<file path="src/design/usdb_regs.svh">
// Register map, field positions and timing counts of the shadow buffer block
`ifndef USDB_REGS_SVH
`define USDB_REGS_SVH

`define USDB_SHADOW_BASE   32'h50001130
`define USDB_SHADOW_2      32'h50001138
`define USDB_SHADOW_WORDS  16
`define USDB_CTRL_ADDR     32'h50001200
`define USDB_STATUS_ADDR   32'h50001204
`define USDB_INT_STAT_ADDR 32'h50001208
`define USDB_INT_EN_ADDR   32'h5000120c
`define USDB_INT_CLR_ADDR  32'h50001210
`define USDB_BAUD_ADDR     32'h50001214

`define USDB_CTRL_FIFO_EN  0
`define USDB_CTRL_IR_MODE  1
`define USDB_STATUS_RXVAL   0
`define USDB_STATUS_OE      1
`define USDB_STATUS_TXEMPTY 5
`define USDB_STATUS_TXIDLE  6
`define USDB_INT_RX         0
`define USDB_INT_OE         1
`define USDB_INT_TXEMPTY    2

`define USDB_FIFO_DEPTH    16
`define USDB_OVERSAMPLE    16
`define USDB_IR_PULSE      3
`define USDB_BAUD_RESET    16'h0001
`define USDB_RESP_OKAY     2'h0
`define USDB_RESP_SLVERR   2'h2

`endif

</file>
<file path="src/design/usdb_pkg.sv">
// Types shared by the shadow buffer block
package usdb_pkg;
    typedef enum logic [1:0] {
        SER_IDLE,
        SER_START,
        SER_DATA,
        SER_STOP
    } usdb_ser_state_t;
endpackage

</file>
<file path="src/design/usdb_top.sv">
// Shadow receive/transmit buffer access path of a serial port with AXI4-Lite registers
//
// Local design decision: the AXI4-Lite register port.
`timescale 1ns/1ps
`include "usdb_regs.svh"

module usdb_top #(
    parameter int DEPTH = `USDB_FIFO_DEPTH
) (
    input  wire logic        aclk,
    input  wire logic        aresetn,
    input  wire logic [31:0] s_axi_awaddr,
    input  wire logic        s_axi_awvalid,
    output logic             s_axi_awready,
    input  wire logic [31:0] s_axi_wdata,
    input  wire logic [3:0]  s_axi_wstrb,
    input  wire logic        s_axi_wvalid,
    output logic             s_axi_wready,
    output logic [1:0]       s_axi_bresp,
    output logic             s_axi_bvalid,
    input  wire logic        s_axi_bready,
    input  wire logic [31:0] s_axi_araddr,
    input  wire logic        s_axi_arvalid,
    output logic             s_axi_arready,
    output logic [31:0]      s_axi_rdata,
    output logic [1:0]       s_axi_rresp,
    output logic             s_axi_rvalid,
    input  wire logic        s_axi_rready,
    input  wire logic        ser_in,
    input  wire logic        ir_in,
    output logic             ser_out,
    output logic             ir_out_n,
    output logic             irq
);
    // ******************************************************************
    // Bus slave
    // ******************************************************************
    logic        aw_full_q;
    logic [31:0] aw_addr_q;
    logic        w_full_q;
    logic [31:0] w_data_q;
    logic        w_byte0_q;
    logic        wr_fire;
    logic        rd_fire;
    logic        wr_shadow;
    logic        rd_shadow;
    logic        wr_hit;
    logic        rd_hit;
    logic [31:0] rd_val;

    assign s_axi_awready = !aw_full_q && !s_axi_bvalid;
    assign s_axi_wready  = !w_full_q && !s_axi_bvalid;
    assign s_axi_arready = !s_axi_rvalid;
    assign wr_fire       = aw_full_q && w_full_q && !s_axi_bvalid;
    assign rd_fire       = s_axi_arvalid && s_axi_arready;

    // Any of the sixteen aligned words decodes to the one buffer
    assign wr_shadow = ((aw_addr_q - `USDB_SHADOW_BASE) < 32'h40) && (aw_addr_q[1:0] == 2'h0);
    assign rd_shadow = ((s_axi_araddr - `USDB_SHADOW_BASE) < 32'h40) && (s_axi_araddr[1:0] == 2'h0);

    always_ff @(posedge aclk) begin
        if (!aresetn) begin
            aw_full_q <= 1'b0;
            aw_addr_q <= 32'h00000000;
            w_full_q  <= 1'b0;
            w_data_q  <= 32'h00000000;
            w_byte0_q <= 1'b0;
        end else begin
            if (s_axi_awvalid && s_axi_awready) begin
                aw_full_q <= 1'b1;
                aw_addr_q <= s_axi_awaddr;
            end else if (wr_fire) begin
                aw_full_q <= 1'b0;
            end
            if (s_axi_wvalid && s_axi_wready) begin
                w_full_q  <= 1'b1;
                w_data_q  <= s_axi_wdata;
                w_byte0_q <= s_axi_wstrb[0];
            end else if (wr_fire) begin
                w_full_q <= 1'b0;
            end
        end
    end

    always_ff @(posedge aclk) begin
        if (!aresetn) begin
            s_axi_bvalid <= 1'b0;
            s_axi_bresp  <= `USDB_RESP_OKAY;
        end else if (wr_fire) begin
            s_axi_bvalid <= 1'b1;
            s_axi_bresp  <= wr_hit ? `USDB_RESP_OKAY : `USDB_RESP_SLVERR;
        end else if (s_axi_bready) begin
            s_axi_bvalid <= 1'b0;
        end
    end

    always_ff @(posedge aclk) begin
        if (!aresetn) begin
            s_axi_rvalid <= 1'b0;
            s_axi_rdata  <= 32'h00000000;
            s_axi_rresp  <= `USDB_RESP_OKAY;
        end else if (rd_fire) begin
            s_axi_rvalid <= 1'b1;
            s_axi_rdata  <= rd_val;
            s_axi_rresp  <= rd_hit ? `USDB_RESP_OKAY : `USDB_RESP_SLVERR;
        end else if (s_axi_rready) begin
            s_axi_rvalid <= 1'b0;
        end
    end

    // ******************************************************************
    // Control registers
    // ******************************************************************
    logic        fifo_en_q;
    logic        ir_mode_q;
    logic [15:0] baud_div_q;
    logic [2:0]  int_en_q;
    logic [2:0]  int_stat_q;
    logic        fifo_flush;

    always_ff @(posedge aclk) begin
        if (!aresetn) begin
            fifo_en_q  <= 1'b0;
            ir_mode_q  <= 1'b0;
            baud_div_q <= `USDB_BAUD_RESET;
            int_en_q   <= 3'h0;
        end else if (wr_fire) begin
            if (aw_addr_q == `USDB_CTRL_ADDR) begin
                fifo_en_q <= w_data_q[`USDB_CTRL_FIFO_EN];
                ir_mode_q <= w_data_q[`USDB_CTRL_IR_MODE];
            end
            if (aw_addr_q == `USDB_INT_EN_ADDR) begin
                int_en_q <= w_data_q[2:0];
            end
            if (aw_addr_q == `USDB_BAUD_ADDR && w_data_q[15:0] != 16'h0000) begin
                baud_div_q <= w_data_q[15:0];
            end
        end
    end

    // Switching FIFO mode empties both FIFOs so no stale byte mixes modes
    assign fifo_flush = wr_fire && (aw_addr_q == `USDB_CTRL_ADDR)
                        && (w_data_q[`USDB_CTRL_FIFO_EN] != fifo_en_q);

    // ******************************************************************
    // Receive buffer
    // ******************************************************************
    logic       rx_done;
    logic [7:0] rx_byte;
    logic [7:0] rx_hold_q;
    logic       rx_avail_q;
    logic       rx_oe_q;
    logic       rxf_ready;
    logic       rxf_valid;
    logic [7:0] rxf_data;
    logic       rx_pop;
    logic       data_ready;
    logic       oe_event;

    assign rx_pop     = rd_fire && rd_shadow;
    assign data_ready = fifo_en_q ? rxf_valid : rx_avail_q;
    assign oe_event   = rx_done && (fifo_en_q ? !rxf_ready : rx_avail_q);

    usdb_fifo #(
        .WIDTH (8),
        .DEPTH (DEPTH)
    ) u_rx_fifo (
        .aclk      (aclk),
        .aresetn   (aresetn),
        .flush     (fifo_flush),
        .in_valid  (rx_done && fifo_en_q),
        .in_ready  (rxf_ready),
        .in_data   (rx_byte),
        .out_valid (rxf_valid),
        .out_ready (rx_pop && fifo_en_q),
        .out_data  (rxf_data)
    );

    always_ff @(posedge aclk) begin
        if (!aresetn) begin
            rx_hold_q  <= 8'h00;
            rx_avail_q <= 1'b0;
        end else if (rx_done && !fifo_en_q) begin
            rx_hold_q  <= rx_byte;
            rx_avail_q <= 1'b1;
        end else if (rx_pop || fifo_flush) begin
            rx_avail_q <= 1'b0;
        end
    end

    // Overrun sticks until the line status is read; a new overrun wins
    always_ff @(posedge aclk) begin
        if (!aresetn) begin
            rx_oe_q <= 1'b0;
        end else if (oe_event) begin
            rx_oe_q <= 1'b1;
        end else if (rd_fire && s_axi_araddr == `USDB_STATUS_ADDR) begin
            rx_oe_q <= 1'b0;
        end
    end

    // ******************************************************************
    // Transmit buffer
    // ******************************************************************
    logic [7:0] tx_hold_q;
    logic       tx_full_q;
    logic       txf_ready;
    logic       txf_valid;
    logic [7:0] txf_data;
    logic       tx_take;
    logic       tx_wr;
    logic       tx_empty;
    logic       tx_busy;

    assign tx_wr = wr_fire && wr_shadow && w_byte0_q;
    assign tx_empty = fifo_en_q ? !txf_valid : !tx_full_q;

    usdb_fifo #(
        .WIDTH (8),
        .DEPTH (DEPTH)
    ) u_tx_fifo (
        .aclk      (aclk),
        .aresetn   (aresetn),
        .flush     (fifo_flush),
        .in_valid  (tx_wr && fifo_en_q),
        .in_ready  (txf_ready),
        .in_data   (w_data_q[7:0]),
        .out_valid (txf_valid),
        .out_ready (tx_take && fifo_en_q),
        .out_data  (txf_data)
    );

    always_ff @(posedge aclk) begin
        if (!aresetn) begin
            tx_hold_q <= 8'h00;
            tx_full_q <= 1'b0;
        end else if (tx_wr && !fifo_en_q) begin
            tx_hold_q <= w_data_q[7:0];
            tx_full_q <= 1'b1;
        end else if (tx_take || fifo_flush) begin
            tx_full_q <= 1'b0;
        end
    end

    // ******************************************************************
    // Register read mux and interrupts
    // ******************************************************************
    logic [2:0] int_set;

    always_comb begin
        rd_hit = 1'b1;
        rd_val = 32'h00000000;
        if (rd_shadow) begin
            rd_val[7:0] = fifo_en_q ? rxf_data : rx_hold_q;
        end else if (s_axi_araddr == `USDB_CTRL_ADDR) begin
            rd_val[`USDB_CTRL_FIFO_EN] = fifo_en_q;
            rd_val[`USDB_CTRL_IR_MODE] = ir_mode_q;
        end else if (s_axi_araddr == `USDB_STATUS_ADDR) begin
            rd_val[`USDB_STATUS_RXVAL]   = data_ready;
            rd_val[`USDB_STATUS_OE]      = rx_oe_q;
            rd_val[`USDB_STATUS_TXEMPTY] = tx_empty;
            rd_val[`USDB_STATUS_TXIDLE]  = tx_empty && !tx_busy;
        end else if (s_axi_araddr == `USDB_INT_STAT_ADDR) begin
            rd_val[2:0] = int_stat_q;
        end else if (s_axi_araddr == `USDB_INT_EN_ADDR) begin
            rd_val[2:0] = int_en_q;
        end else if (s_axi_araddr == `USDB_BAUD_ADDR) begin
            rd_val[15:0] = baud_div_q;
        end else if (s_axi_araddr != `USDB_INT_CLR_ADDR) begin
            rd_hit = 1'b0;
        end
    end

    assign wr_hit = wr_shadow || aw_addr_q == `USDB_CTRL_ADDR || aw_addr_q == `USDB_STATUS_ADDR
                    || aw_addr_q == `USDB_INT_STAT_ADDR || aw_addr_q == `USDB_INT_EN_ADDR
                    || aw_addr_q == `USDB_INT_CLR_ADDR || aw_addr_q == `USDB_BAUD_ADDR;

    assign int_set[`USDB_INT_RX]   = rx_done && !oe_event;
    assign int_set[`USDB_INT_OE]   = oe_event;
    assign int_set[`USDB_INT_TXEMPTY] = tx_take;

    // Write-one-to-clear; a set in the same cycle wins
    always_ff @(posedge aclk) begin
        if (!aresetn) begin
            int_stat_q <= 3'h0;
        end else if (wr_fire && aw_addr_q == `USDB_INT_CLR_ADDR) begin
            int_stat_q <= (int_stat_q & ~w_data_q[2:0]) | int_set;
        end else begin
            int_stat_q <= int_stat_q | int_set;
        end
    end

    assign irq = |(int_stat_q & int_en_q);

    // ******************************************************************
    // Serial engines at sixteen ticks per bit
    // ******************************************************************
    logic                     ser_sync;
    logic                     ir_sync;
    logic                     rx_low;
    logic [15:0]              baud_cnt_q;
    logic                     tick;
    usdb_pkg::usdb_ser_state_t rx_st_q;
    logic [3:0]               rx_os_q;
    logic [2:0]               rx_bit_q;
    logic [7:0]               rx_sh_q;
    logic                     rx_mid_q;
    logic                     rx_zero_q;
    logic                     rx_val;
    usdb_pkg::usdb_ser_state_t tx_st_q;
    logic [3:0]               tx_os_q;
    logic [2:0]               tx_bit_q;
    logic [7:0]               tx_sh_q;
    logic                     tx_level;

    usdb_sync #(.RESET_VAL(1'b1)) u_ser_sync (
        .aclk      (aclk),
        .aresetn   (aresetn),
        .pin_in    (ser_in),
        .level_out (ser_sync)
    );
    usdb_sync #(.RESET_VAL(1'b0)) u_ir_sync (
        .aclk      (aclk),
        .aresetn   (aresetn),
        .pin_in    (ir_in),
        .level_out (ir_sync)
    );

    // Infrared input pulses high for a zero bit
    assign rx_low = ir_mode_q ? ir_sync : !ser_sync;
    assign tick   = (baud_cnt_q == 16'h0000);

    always_ff @(posedge aclk) begin
        if (!aresetn || tick) begin
            baud_cnt_q <= baud_div_q - 16'h0001;
        end else begin
            baud_cnt_q <= baud_cnt_q - 16'h0001;
        end
    end

    // Serial samples mid-bit; infrared catches a short pulse anywhere in the bit
    assign rx_val  = ir_mode_q ? !(rx_zero_q || rx_low) : rx_mid_q;
    assign rx_done = tick && rx_st_q == usdb_pkg::SER_STOP && rx_os_q == 4'hf && rx_val;
    assign rx_byte = rx_sh_q;

    always_ff @(posedge aclk) begin
        if (!aresetn) begin
            rx_st_q   <= usdb_pkg::SER_IDLE;
            rx_os_q   <= 4'h0;
            rx_bit_q  <= 3'h0;
            rx_sh_q   <= 8'h00;
            rx_mid_q  <= 1'b1;
            rx_zero_q <= 1'b0;
        end else if (tick) begin
            rx_os_q   <= rx_os_q + 4'h1;
            rx_zero_q <= (rx_os_q == 4'hf) ? 1'b0 : (rx_zero_q || rx_low);
            if (rx_os_q == 4'h7) begin
                rx_mid_q <= !rx_low;
            end
            case (rx_st_q)
                usdb_pkg::SER_IDLE: begin
                    rx_os_q   <= 4'h1;
                    rx_zero_q <= rx_low;
                    if (rx_low) begin
                        rx_st_q <= usdb_pkg::SER_START;
                    end
                end
                usdb_pkg::SER_START: begin
                    if (rx_os_q == 4'hf) begin
                        rx_st_q  <= rx_val ? usdb_pkg::SER_IDLE : usdb_pkg::SER_DATA;
                        rx_bit_q <= 3'h0;
                    end
                end
                usdb_pkg::SER_DATA: begin
                    if (rx_os_q == 4'hf) begin
                        rx_sh_q  <= {rx_val, rx_sh_q[7:1]};
                        rx_bit_q <= rx_bit_q + 3'h1;
                        if (rx_bit_q == 3'h7) begin
                            rx_st_q <= usdb_pkg::SER_STOP;
                        end
                    end
                end
                default: begin
                    if (rx_os_q == 4'hf) begin
                        rx_st_q <= usdb_pkg::SER_IDLE;
                    end
                end
            endcase
        end
    end

    assign tx_busy = (tx_st_q != usdb_pkg::SER_IDLE);
    assign tx_take = tick && !tx_busy && (fifo_en_q ? txf_valid : tx_full_q);

    always_ff @(posedge aclk) begin
        if (!aresetn) begin
            tx_st_q  <= usdb_pkg::SER_IDLE;
            tx_os_q  <= 4'h0;
            tx_bit_q <= 3'h0;
            tx_sh_q  <= 8'h00;
            tx_level <= 1'b1;
        end else if (tick) begin
            tx_os_q <= tx_os_q + 4'h1;
            case (tx_st_q)
                usdb_pkg::SER_IDLE: begin
                    tx_os_q  <= 4'h0;
                    tx_level <= 1'b1;
                    if (tx_take) begin
                        tx_sh_q  <= fifo_en_q ? txf_data : tx_hold_q;
                        tx_level <= 1'b0;
                        tx_st_q  <= usdb_pkg::SER_START;
                    end
                end
                usdb_pkg::SER_START: begin
                    if (tx_os_q == 4'hf) begin
                        tx_level <= tx_sh_q[0];
                        tx_sh_q  <= {1'b0, tx_sh_q[7:1]};
                        tx_bit_q <= 3'h0;
                        tx_st_q  <= usdb_pkg::SER_DATA;
                    end
                end
                usdb_pkg::SER_DATA: begin
                    if (tx_os_q == 4'hf) begin
                        tx_bit_q <= tx_bit_q + 3'h1;
                        tx_level <= (tx_bit_q == 3'h7) ? 1'b1 : tx_sh_q[0];
                        tx_sh_q  <= {1'b0, tx_sh_q[7:1]};
                        if (tx_bit_q == 3'h7) begin
                            tx_st_q <= usdb_pkg::SER_STOP;
                        end
                    end
                end
                default: begin
                    if (tx_os_q == 4'hf) begin
                        tx_st_q <= usdb_pkg::SER_IDLE;
                    end
                end
            endcase
        end
    end

    // Infrared sends a short low pulse at the start of each zero bit
    always_ff @(posedge aclk) begin
        if (!aresetn) begin
            ser_out  <= 1'b1;
            ir_out_n <= 1'b1;
        end else begin
            ser_out  <= ir_mode_q ? 1'b1 : tx_level;
            ir_out_n <= !(ir_mode_q && tx_busy && !tx_level && tx_os_q < 4'(`USDB_IR_PULSE));
        end
    end
endmodule

</file>
<file path="src/design/usdb_sync.sv">
// Two flip-flop synchroniser for one pin
`timescale 1ns/1ps
module usdb_sync #(
    parameter logic RESET_VAL = 1'b1
) (
    input  wire logic aclk,
    input  wire logic aresetn,
    input  wire logic pin_in,
    output logic      level_out
);
    logic meta_q;

    always_ff @(posedge aclk) begin
        if (!aresetn) begin
            meta_q    <= RESET_VAL;
            level_out <= RESET_VAL;
        end else begin
            meta_q    <= pin_in;
            level_out <= meta_q;
        end
    end
endmodule

</file>
<file path="src/design/usdb_fifo.sv">
// Flip-flop FIFO with valid/ready on both sides and a flush
`timescale 1ns/1ps
module usdb_fifo #(
    parameter int WIDTH = 8,
    parameter int DEPTH = 16
) (
    input  wire logic             aclk,
    input  wire logic             aresetn,
    input  wire logic             flush,
    input  wire logic             in_valid,
    output logic                  in_ready,
    input  wire logic [WIDTH-1:0] in_data,
    output logic                  out_valid,
    input  wire logic             out_ready,
    output logic      [WIDTH-1:0] out_data
);
    localparam int AW = $clog2(DEPTH);

    logic [WIDTH-1:0] mem_q [DEPTH];
    logic [AW-1:0]    wr_q;
    logic [AW-1:0]    rd_q;
    logic [AW:0]      cnt_q;
    logic             push;
    logic             pop;

    assign in_ready  = (cnt_q != (AW+1)'(DEPTH));
    assign out_valid = (cnt_q != '0);
    assign out_data  = mem_q[rd_q];
    assign push      = in_valid && in_ready;
    assign pop       = out_valid && out_ready;

    always_ff @(posedge aclk) begin
        if (push) begin
            mem_q[wr_q] <= in_data;
        end
    end

    always_ff @(posedge aclk) begin
        if (!aresetn || flush) begin
            wr_q  <= '0;
            rd_q  <= '0;
            cnt_q <= '0;
        end else begin
            if (push) begin
                wr_q <= (wr_q == AW'(DEPTH-1)) ? '0 : wr_q + 1'b1;
            end
            if (pop) begin
                rd_q <= (rd_q == AW'(DEPTH-1)) ? '0 : rd_q + 1'b1;
            end
            cnt_q <= cnt_q + {{AW{1'b0}}, push} - {{AW{1'b0}}, pop};
        end
    end
endmodule

</file>
<file path="config.mk">
export PLATFORM = sky130hd
export DESIGN_NAME = usdb_top
export DESIGN_NICKNAME = d
export VERILOG_FILES = /design/src/design/usdb_pkg.sv /design/src/design/usdb_top.sv /design/src/design/usdb_sync.sv /design/src/design/usdb_fifo.sv
export VERILOG_INCLUDE_DIRS = /design/src /design/src/design
export SDC_FILE = /design/constraint.sdc
export NUM_CORES = 1
export LEC_CHECK = 0
export ABC_AREA = 1
export BUFFER_PORTS_ARGS = -buffer_cell sky130_fd_sc_hd__buf_2
export CELL_PAD_IN_SITES_DETAIL_PLACEMENT = 1
export CELL_PAD_IN_SITES_GLOBAL_PLACEMENT = 2
export CORE_UTILIZATION = 38
export CTS_CLUSTER_SIZE = 10
export DETAILED_ROUTE_END_ITERATION = 16
export GPL_TIMING_DRIVEN = 1
export MAX_ROUTING_LAYER = met4
export PLACE_DENSITY_LB_ADDON = 0.1
export SLEW_MARGIN = 20
export SYNTH_ARGS = -nofsm -noshare
export SYNTH_HDL_FRONTEND = slang
export SYNTH_SLANG_ARGS = --single-unit
</file>
<file path="constraint.sdc">
create_clock -name aclk -period 3.4 [get_ports aclk]
set_input_delay 0 -clock aclk [delete_from_list [all_inputs] [get_ports aclk]]
set_output_delay 0 -clock aclk [all_outputs]
set_load 0.03 [all_outputs]
</file>
# --- Word level (Yosys, flattened, before mapping) ---
# Memory sizes are Yosys's and may differ from the RTL's. A register that Yosys moved wholly into a read port is not among the register bits.
# Cells that the tools add are included.
word_totals:
  word_cells: 298
  mem_bits_rw: 256
  regBits: 201
  mem_count: 2
mem_list:
  columns: ["memory", "depth", "width", "rd", "rd_ports_with_merged_regs", "wr", "line", "text"]
  rows:
  - ["u_rx_fifo.mem_q", 16, 8, 1, 1, 1, "usdb_fifo.sv:19", "logic [WIDTH-1:0] mem_q [DEPTH];"]
  - ["u_tx_fifo.mem_q", 16, 8, 1, 1, 1, "usdb_fifo.sv:19", null]
classes:
  magnitude_cmp: 3
  eq_ne: 38
  reduce_logical: 101
  n_bitwise: 6
  addsub: 16
  n_mux: 88
op_table:
  columns: ["operator", "count"]
  rows:
  - ["$eq A32 B31 Y1 const B", 11]
  - ["$lt A32 B7 Y1 const B", 2]
  - ["$sub A32 B31 Y32 const B", 2]
  - ["$mux W8", 6]
  - ["$mux W4", 10]
  - ["$logic_and A1 B1 Y1", 38]
  - ["$mux W1", 36]
  - ["$mux W16", 2]
  - ["$mux W2", 16]
  - ["$ne A32 B31 Y1 const B", 1]
  - ["$sub A16 B1 Y16 const B", 2]
  - ["$mux W13", 2]
  - ["$reduce_bool A2 Y1", 13]
  - ["$add A4 B1 Y4 const B", 6]
  - ["$eq A4 B4 Y1 const B", 6]
  - ["$mux W3", 8]
  - ["$logic_not A1 Y1", 16]
  - ["$logic_not A16 Y1", 1]
  - ["$ne A2 B2 Y1 const B", 8]
  - ["$pmux W8 S2", 1]
  - ["$reduce_and A4 Y1", 4]
  - ["$reduce_bool A16 Y1", 1]
  - ["$mux W14", 1]
  - ["$pmux W2 S3", 2]
  - ["other kinds (27)", 57]

# --- Depth between registers and ports, before layout ---
logic_depth:
  depth_word: 11
  ltp_mapped: 24
  depth_no_buf: 24

# --- Cells and area by module ---
# Synthesis repeated with hierarchy kept, for this count alone.
unflattened:
  cells_unflattened: 2627
  area_unflattened_um2: 21936.0
modules_own_cells:
  columns: ["module", "n_inst", "area_per_inst_um2", "cells_per_inst"]
  rows:
  - ["usdb_top", 1, 9201.3, 1394]
  - ["usdb_fifo at u_rx_fifo", 1, 6323.6, 611]
  - ["usdb_fifo at u_tx_fifo", 1, 6301.0, 610]
  - ["usdb_sync", 2, 55.1, 6]

# --- Worst setup path after synthesis ---
# Ideal clock, no wire load.
synth_timing:
  kind: "reg-to-reg"
  start: "register aw_addr_q[13]"
  end: "register u_tx_fifo.cnt_q[4]"
  n_path_buf: 0
  arrival_time_ns: 2.635
  t_required_ns: 3.274
  period_less_slack_ns: 2.761
  stages_incl_launch_ff: 23
  path_slack_ns: 0.639
  cell_sequence: "dfxtp_1 nor2_2 inv_2 or2_4 nand2_4 nand2_1 nand2_1 nand3_1 nor2_1 nand4_2 nor2_4 nand3_2 inv_2 ha_1 inv_1 fa_1 inv_1 a21oi_1 nor2_1 nor2_1 xor2_1 inv_1 nor2_1"
synth_between:
  elab_chain_cells: 9
synth_lines:
  columns: ["element", "line", "text"]
  rows:
  - ["start: declaration", "usdb_top.sv:39", "logic [31:0] aw_addr_q;"]
  - ["start signal: assignment", "usdb_top.sv:71", "aw_addr_q <= s_axi_awaddr;"]
  - ["$sub A32 B31 Y32 (no line)", null, null]
  - ["$lt A32 B7 Y1", "usdb_top.sv:58", "assign wr_shadow = ((aw_addr_q - `USDB_SHADOW_BASE) < 32'h40) && (aw_addr_q[1:0] == 2'h0);"]
  - ["$logic_and A1 B1 Y1", "usdb_top.sv:58", null]
  - ["$logic_and A1 B1 Y1 (2 in a row)", "usdb_top.sv:215", "assign tx_wr = wr_fire && wr_shadow && w_byte0_q;"]
  - ["$logic_and A1 B1 Y1", "usdb_top.sv:225", ".in_valid (tx_wr && fifo_en_q),"]
  - ["$logic_and A1 B1 Y1", "usdb_fifo.sv:29", "assign push = in_valid && in_ready;"]
  - ["named net u_tx_fifo.push", "usdb_fifo.sv:23", "logic push;"]
  - ["$add A5 B1 Y5", "usdb_fifo.sv:50", "cnt_q <= cnt_q + {{AW{1'b0}}, push} - {{AW{1'b0}}, pop};"]
  - ["$sub A5 B1 Y5", "usdb_fifo.sv:50", null]
  - ["end signal: assignment", "usdb_fifo.sv:50", null]
  - ["end: declaration", "usdb_fifo.sv:22", "logic [AW:0] cnt_q;"]
# The timed path passes the listed nets, and every way through them passes these cells.
# A chain may end at the register's enable or synchronous reset.

# --- Worst setup path after layout ---
layout_timing:
  start: "register aw_addr_q[15]"
  end: "register u_tx_fifo.cnt_q[4]"
# Same word-level chain as after synthesis.

==> impl_metrics.toml <==
[sta]
period_minus_slack_ns = 3.12
worst_slack_ns = 0.278
slew_headroom_pct = 35.5
rsz0062_at_grt = "no"
hold-worst-slack_ns = 0.0755
timing.fmax_mhz = 320
final-max-slew-violation-count = 0
setup_viol = 0
worst_clock_skew_ns = 0.0362
setup_tns_ns = 0
hold_viol = 0
tightestPinTransition_ns = 0.966
min_period_over_period_pct = 91.8

[clocking]
cts_tree = "done"
clock_latency_ns = 0.62
clk_path_buf_depth = 3
htreeDepth = 2
cts_sinks = 463
numCtsBuffers = 54
ctsRootBufferMaster = "clkbuf_16"
clkTransAtPathRegs_ns = 0.06

[synthesis]
ys_seq_elements = 463
synth_seq_area_share_pct = 55.6
syn_inst = 2398
synthTopCellsByArea = "edfxtp_1 36%, dfxtp_1 19%, nor2_1 6.5%"
synth_area_leader_cell = "edfxtp_1"
yosysTopAreaCellShare_pct = 36.1
yosysWarnings = 0
avgSynthCellArea_um2 = 8.87
async_flop_share_pct = 0
netlist_area_um2 = 21300
synth_cell_type_count = 57
synth_ff_type = "edfxtp_1"
synth_edf_count = 256

[place]
place_ws_ns = 0.143
portBuffers = 115
dp_hpwl_um = 45000
gp_congestion = 0.841

[layout]
nNetsFinal = 2759
n_fill_cell = 6414
fin_util_pct = 45.8
drive_above_1_share_pct = 13.4
area_growth_pct = 18.9

[worst_setup_path]
crit_chain = "nor2_1, nand2_1, nor2_4, nand4_1, a21oi_2, nand4_2, nor2_4, nand3_2, inv_2, ha_1, inv_1, fa_1, inv_1, a21oi_1, nor2_1, nor2_1, xor2_1, inv_1, nor2_1"
crit_type = "flop to flop"
worstPathArrival_ns = 3.59
crit_top_cell = "nor2_1"
crit_family = "simple AND/OR/NAND/NOR gates"
startpoint_type = "flop"
cp-end-kind = "flop"
slowest_delay_ns = 0.39
worstPathBufferInverterCount = 4
cpMaxStageDelayCell = "dfxtp_1"
critPathRequiredTime_ns = 3.87
cp_max_fo = 7

[route]
wl_um = 64500
avgViaCountPerCell = 5.17
route.detailed.drc = 0
wire_per_inst_um = 18.9
firstDrtPassIters = 5
via_count = 17600
drt_iter0_markers = 843
ant_nets = 0

[global_routing]
grt_max_degree = 89
grt_antenna_before_repair = 2
grt_util_all_layers_pct = 23.4
overflow = 0
grt_pass1_vias = 18400
grt_first_pass_wirelength_um = 102000

[power_and_ir_drop]
power_leakage_uw = 0.00949
swShare_pct = 23.9
combPwrFrac_pct = 7.0
p_int_uw = 9520
p_sw_uw = 2990
pwr-share-clk_pct = 44.3
ir_drop_uv = 405
p_per_area_nw_per_um2 = 494
seqPwrFrac_pct = 48.7

[floorplanning]
core-area_um2 = 55200
die_w_um = 239
die_area_um2 = 56900
initial_core_util_pct = 38.5
rows = 86
die-height_um = 239
ios = 153

[outcome]
outcome = "finished clean"

[worst_hold_path]
hold_class = "input pin to flop"

[flow_run]
max_cap_viol_count = 0
[state kept, by name, summed over array words and instances (netlist names), 4 cells and up, named ones only]
| register | count |
|---|---|
| u_tx_fifo.wr_q | 4 |
| w_data_q | 16 |
| s_axi_rdata | 16 |
| aw_addr_q | 32 |
| u_tx_fifo.mem_q | 128 |
| rx_os_q | 4 |
| tx_sh_q | 8 |
| u_tx_fifo.cnt_q | 5 |
| u_rx_fifo.cnt_q | 5 |
| u_rx_fifo.wr_q | 4 |
| rx_hold_q | 8 |
| u_rx_fifo.rd_q | 4 |
| u_rx_fifo.mem_q | 128 |
| u_tx_fifo.rd_q | 4 |
| tx_hold_q | 8 |
| baud_cnt_q | 16 |
| baud_div_q | 16 |
| tx_os_q | 4 |
| rx_byte | 8 |
[metal layers]
layer	track usage [%]	part of all wire (%)	vias to the layer above
li1	-	-	8630
met1	29.3	45	8647
met2	40.3	50	260
met3	2.91	3.1	80
met4	5.52	1.9	0
met5	-	0	-
[area by class of cell]
type	count	area, um2	share of cell area [%]
Sequential cell	463	11800	46.8
Multi-Input combinational cell	1610	8150	32.2
Timing Repair Buffer	255	1820	7.21
Clock buffer	93	1590	6.28
Tap cell	748	936	3.70
Inverter	231	868	3.43
Clock inverter	4	95.1	0.376
Antenna cell	1	2.50	0.00989
[power by group through the flow]
| stage | sequential (uW) | clock (uW) | combinational (uW) |
|---|---|---|---|
| floorplan | 6170 | 0 | 555 |
| global placement | 6210 | 0 | 798 |
| detailed placement | 6210 | 0 | 813 |
| CTS | 6100 | 5670 | 876 |
| global route | 6110 | 5890 | 980 |
| finish | 6100 | 5540 | 873 |
[path summary, 6_finish.rpt]
kind,start,endpoint,slack [ns],cells after the start
max,aw_addr_q[15],u_tx_fifo.cnt_q[4],0.28,19
min,s_axi_arvalid,s_axi_rdata[3],0.08,5
max reg2reg,aw_addr_q[15],u_tx_fifo.cnt_q[4],0.28,19
min reg2reg,u_ser_sync.meta_q,u_ser_sync.level_out,0.39,1
[placed cells by master (no fill, tap or decap), drive strengths merged, types with 10 or more instances in the layout]
cell type and instances:
nor2 385, nand3 155, nand2 360, nand4 34
dfxtp 207, o211ai 20, inv 227, or2 10
o21ai 279, a21oi 146, edfxtp 256, o221ai 51
clkbuf 93, buf 192, nor3 38, ha 33
conb 18, dlygate4sd3 63, xor2 20, o22ai 14
[timing repair]
action / in CTS / in global routing
gates resized for setup: 0 / 9
setup buffers: 0 / 2
endpoints found under the hold margin: 77 / 0
endpoints found under the setup margin: 0 / 1
hold buffers: 63 / 0
[through the flow]
step | instances | cell area (um2) | total power, uW
2_1_floorplan | 2415 | 21300 | 6720
3_3_place_gp | 3242 | 22900 | 7000
3_5_place_dp | 3242 | 22900 | 7030
4_1_cts | 3402 | 25300 | 12600
5_1_grt | 3405 | 25300 | 13000
6_report | 3405 | 25300 | 12500
[cells by family (layout without fill, tap and decap cells)]
logic type	Yosys count	in the layout	share of synthesized area [%]
buf+inv	342	583	6.47
fa+ha+maj	35	35	2.13
xor+xnor	24	24	0.988
simple gates	999	999	20.6
flops	463	463	55.6
compound gates	534	534	14.2
other cells	1	19	0.0176
[cell usage after synthesis, types with 4 or more instances]
library cell	count
a211oi_1	5
a21oi_1	144
buf_2	4
buf_4	21
clkbuf_1	82
dfxtp_1	207
edfxtp_1	256
ha_1	33
inv_1	205
inv_2	22
nand2_1	338
nand2_2	17
nand2_4	5
nand3_1	147
nand3_2	7
nand4_1	31
nor2_1	367
nor2_2	13
nor2_4	5
nor3_1	36
nor4_1	9
o211ai_1	20
o21ai_0	264
o21ai_1	12
o221ai_1	51
o22ai_1	14
or2_2	6
xnor2_1	4
xor2_1	20
[worst reg2reg max path, cell delays in order, from the launching register on]
cell and delay (ns):
dfxtp_1 0.39, nor2_1 0.17, nand2_1 0.13, nor2_4 0.19
nand4_1 0.20, a21oi_2 0.20, nand4_2 0.17, nor2_4 0.19
nand3_2 0.12, inv_2 0.11, ha_1 0.17, inv_1 0.06
fa_1 0.38, inv_1 0.09, a21oi_1 0.07, nor2_1 0.09
nor2_1 0.05, xor2_1 0.13, inv_1 0.05, nor2_1 0.04
(Power assumes the default switching activity.)
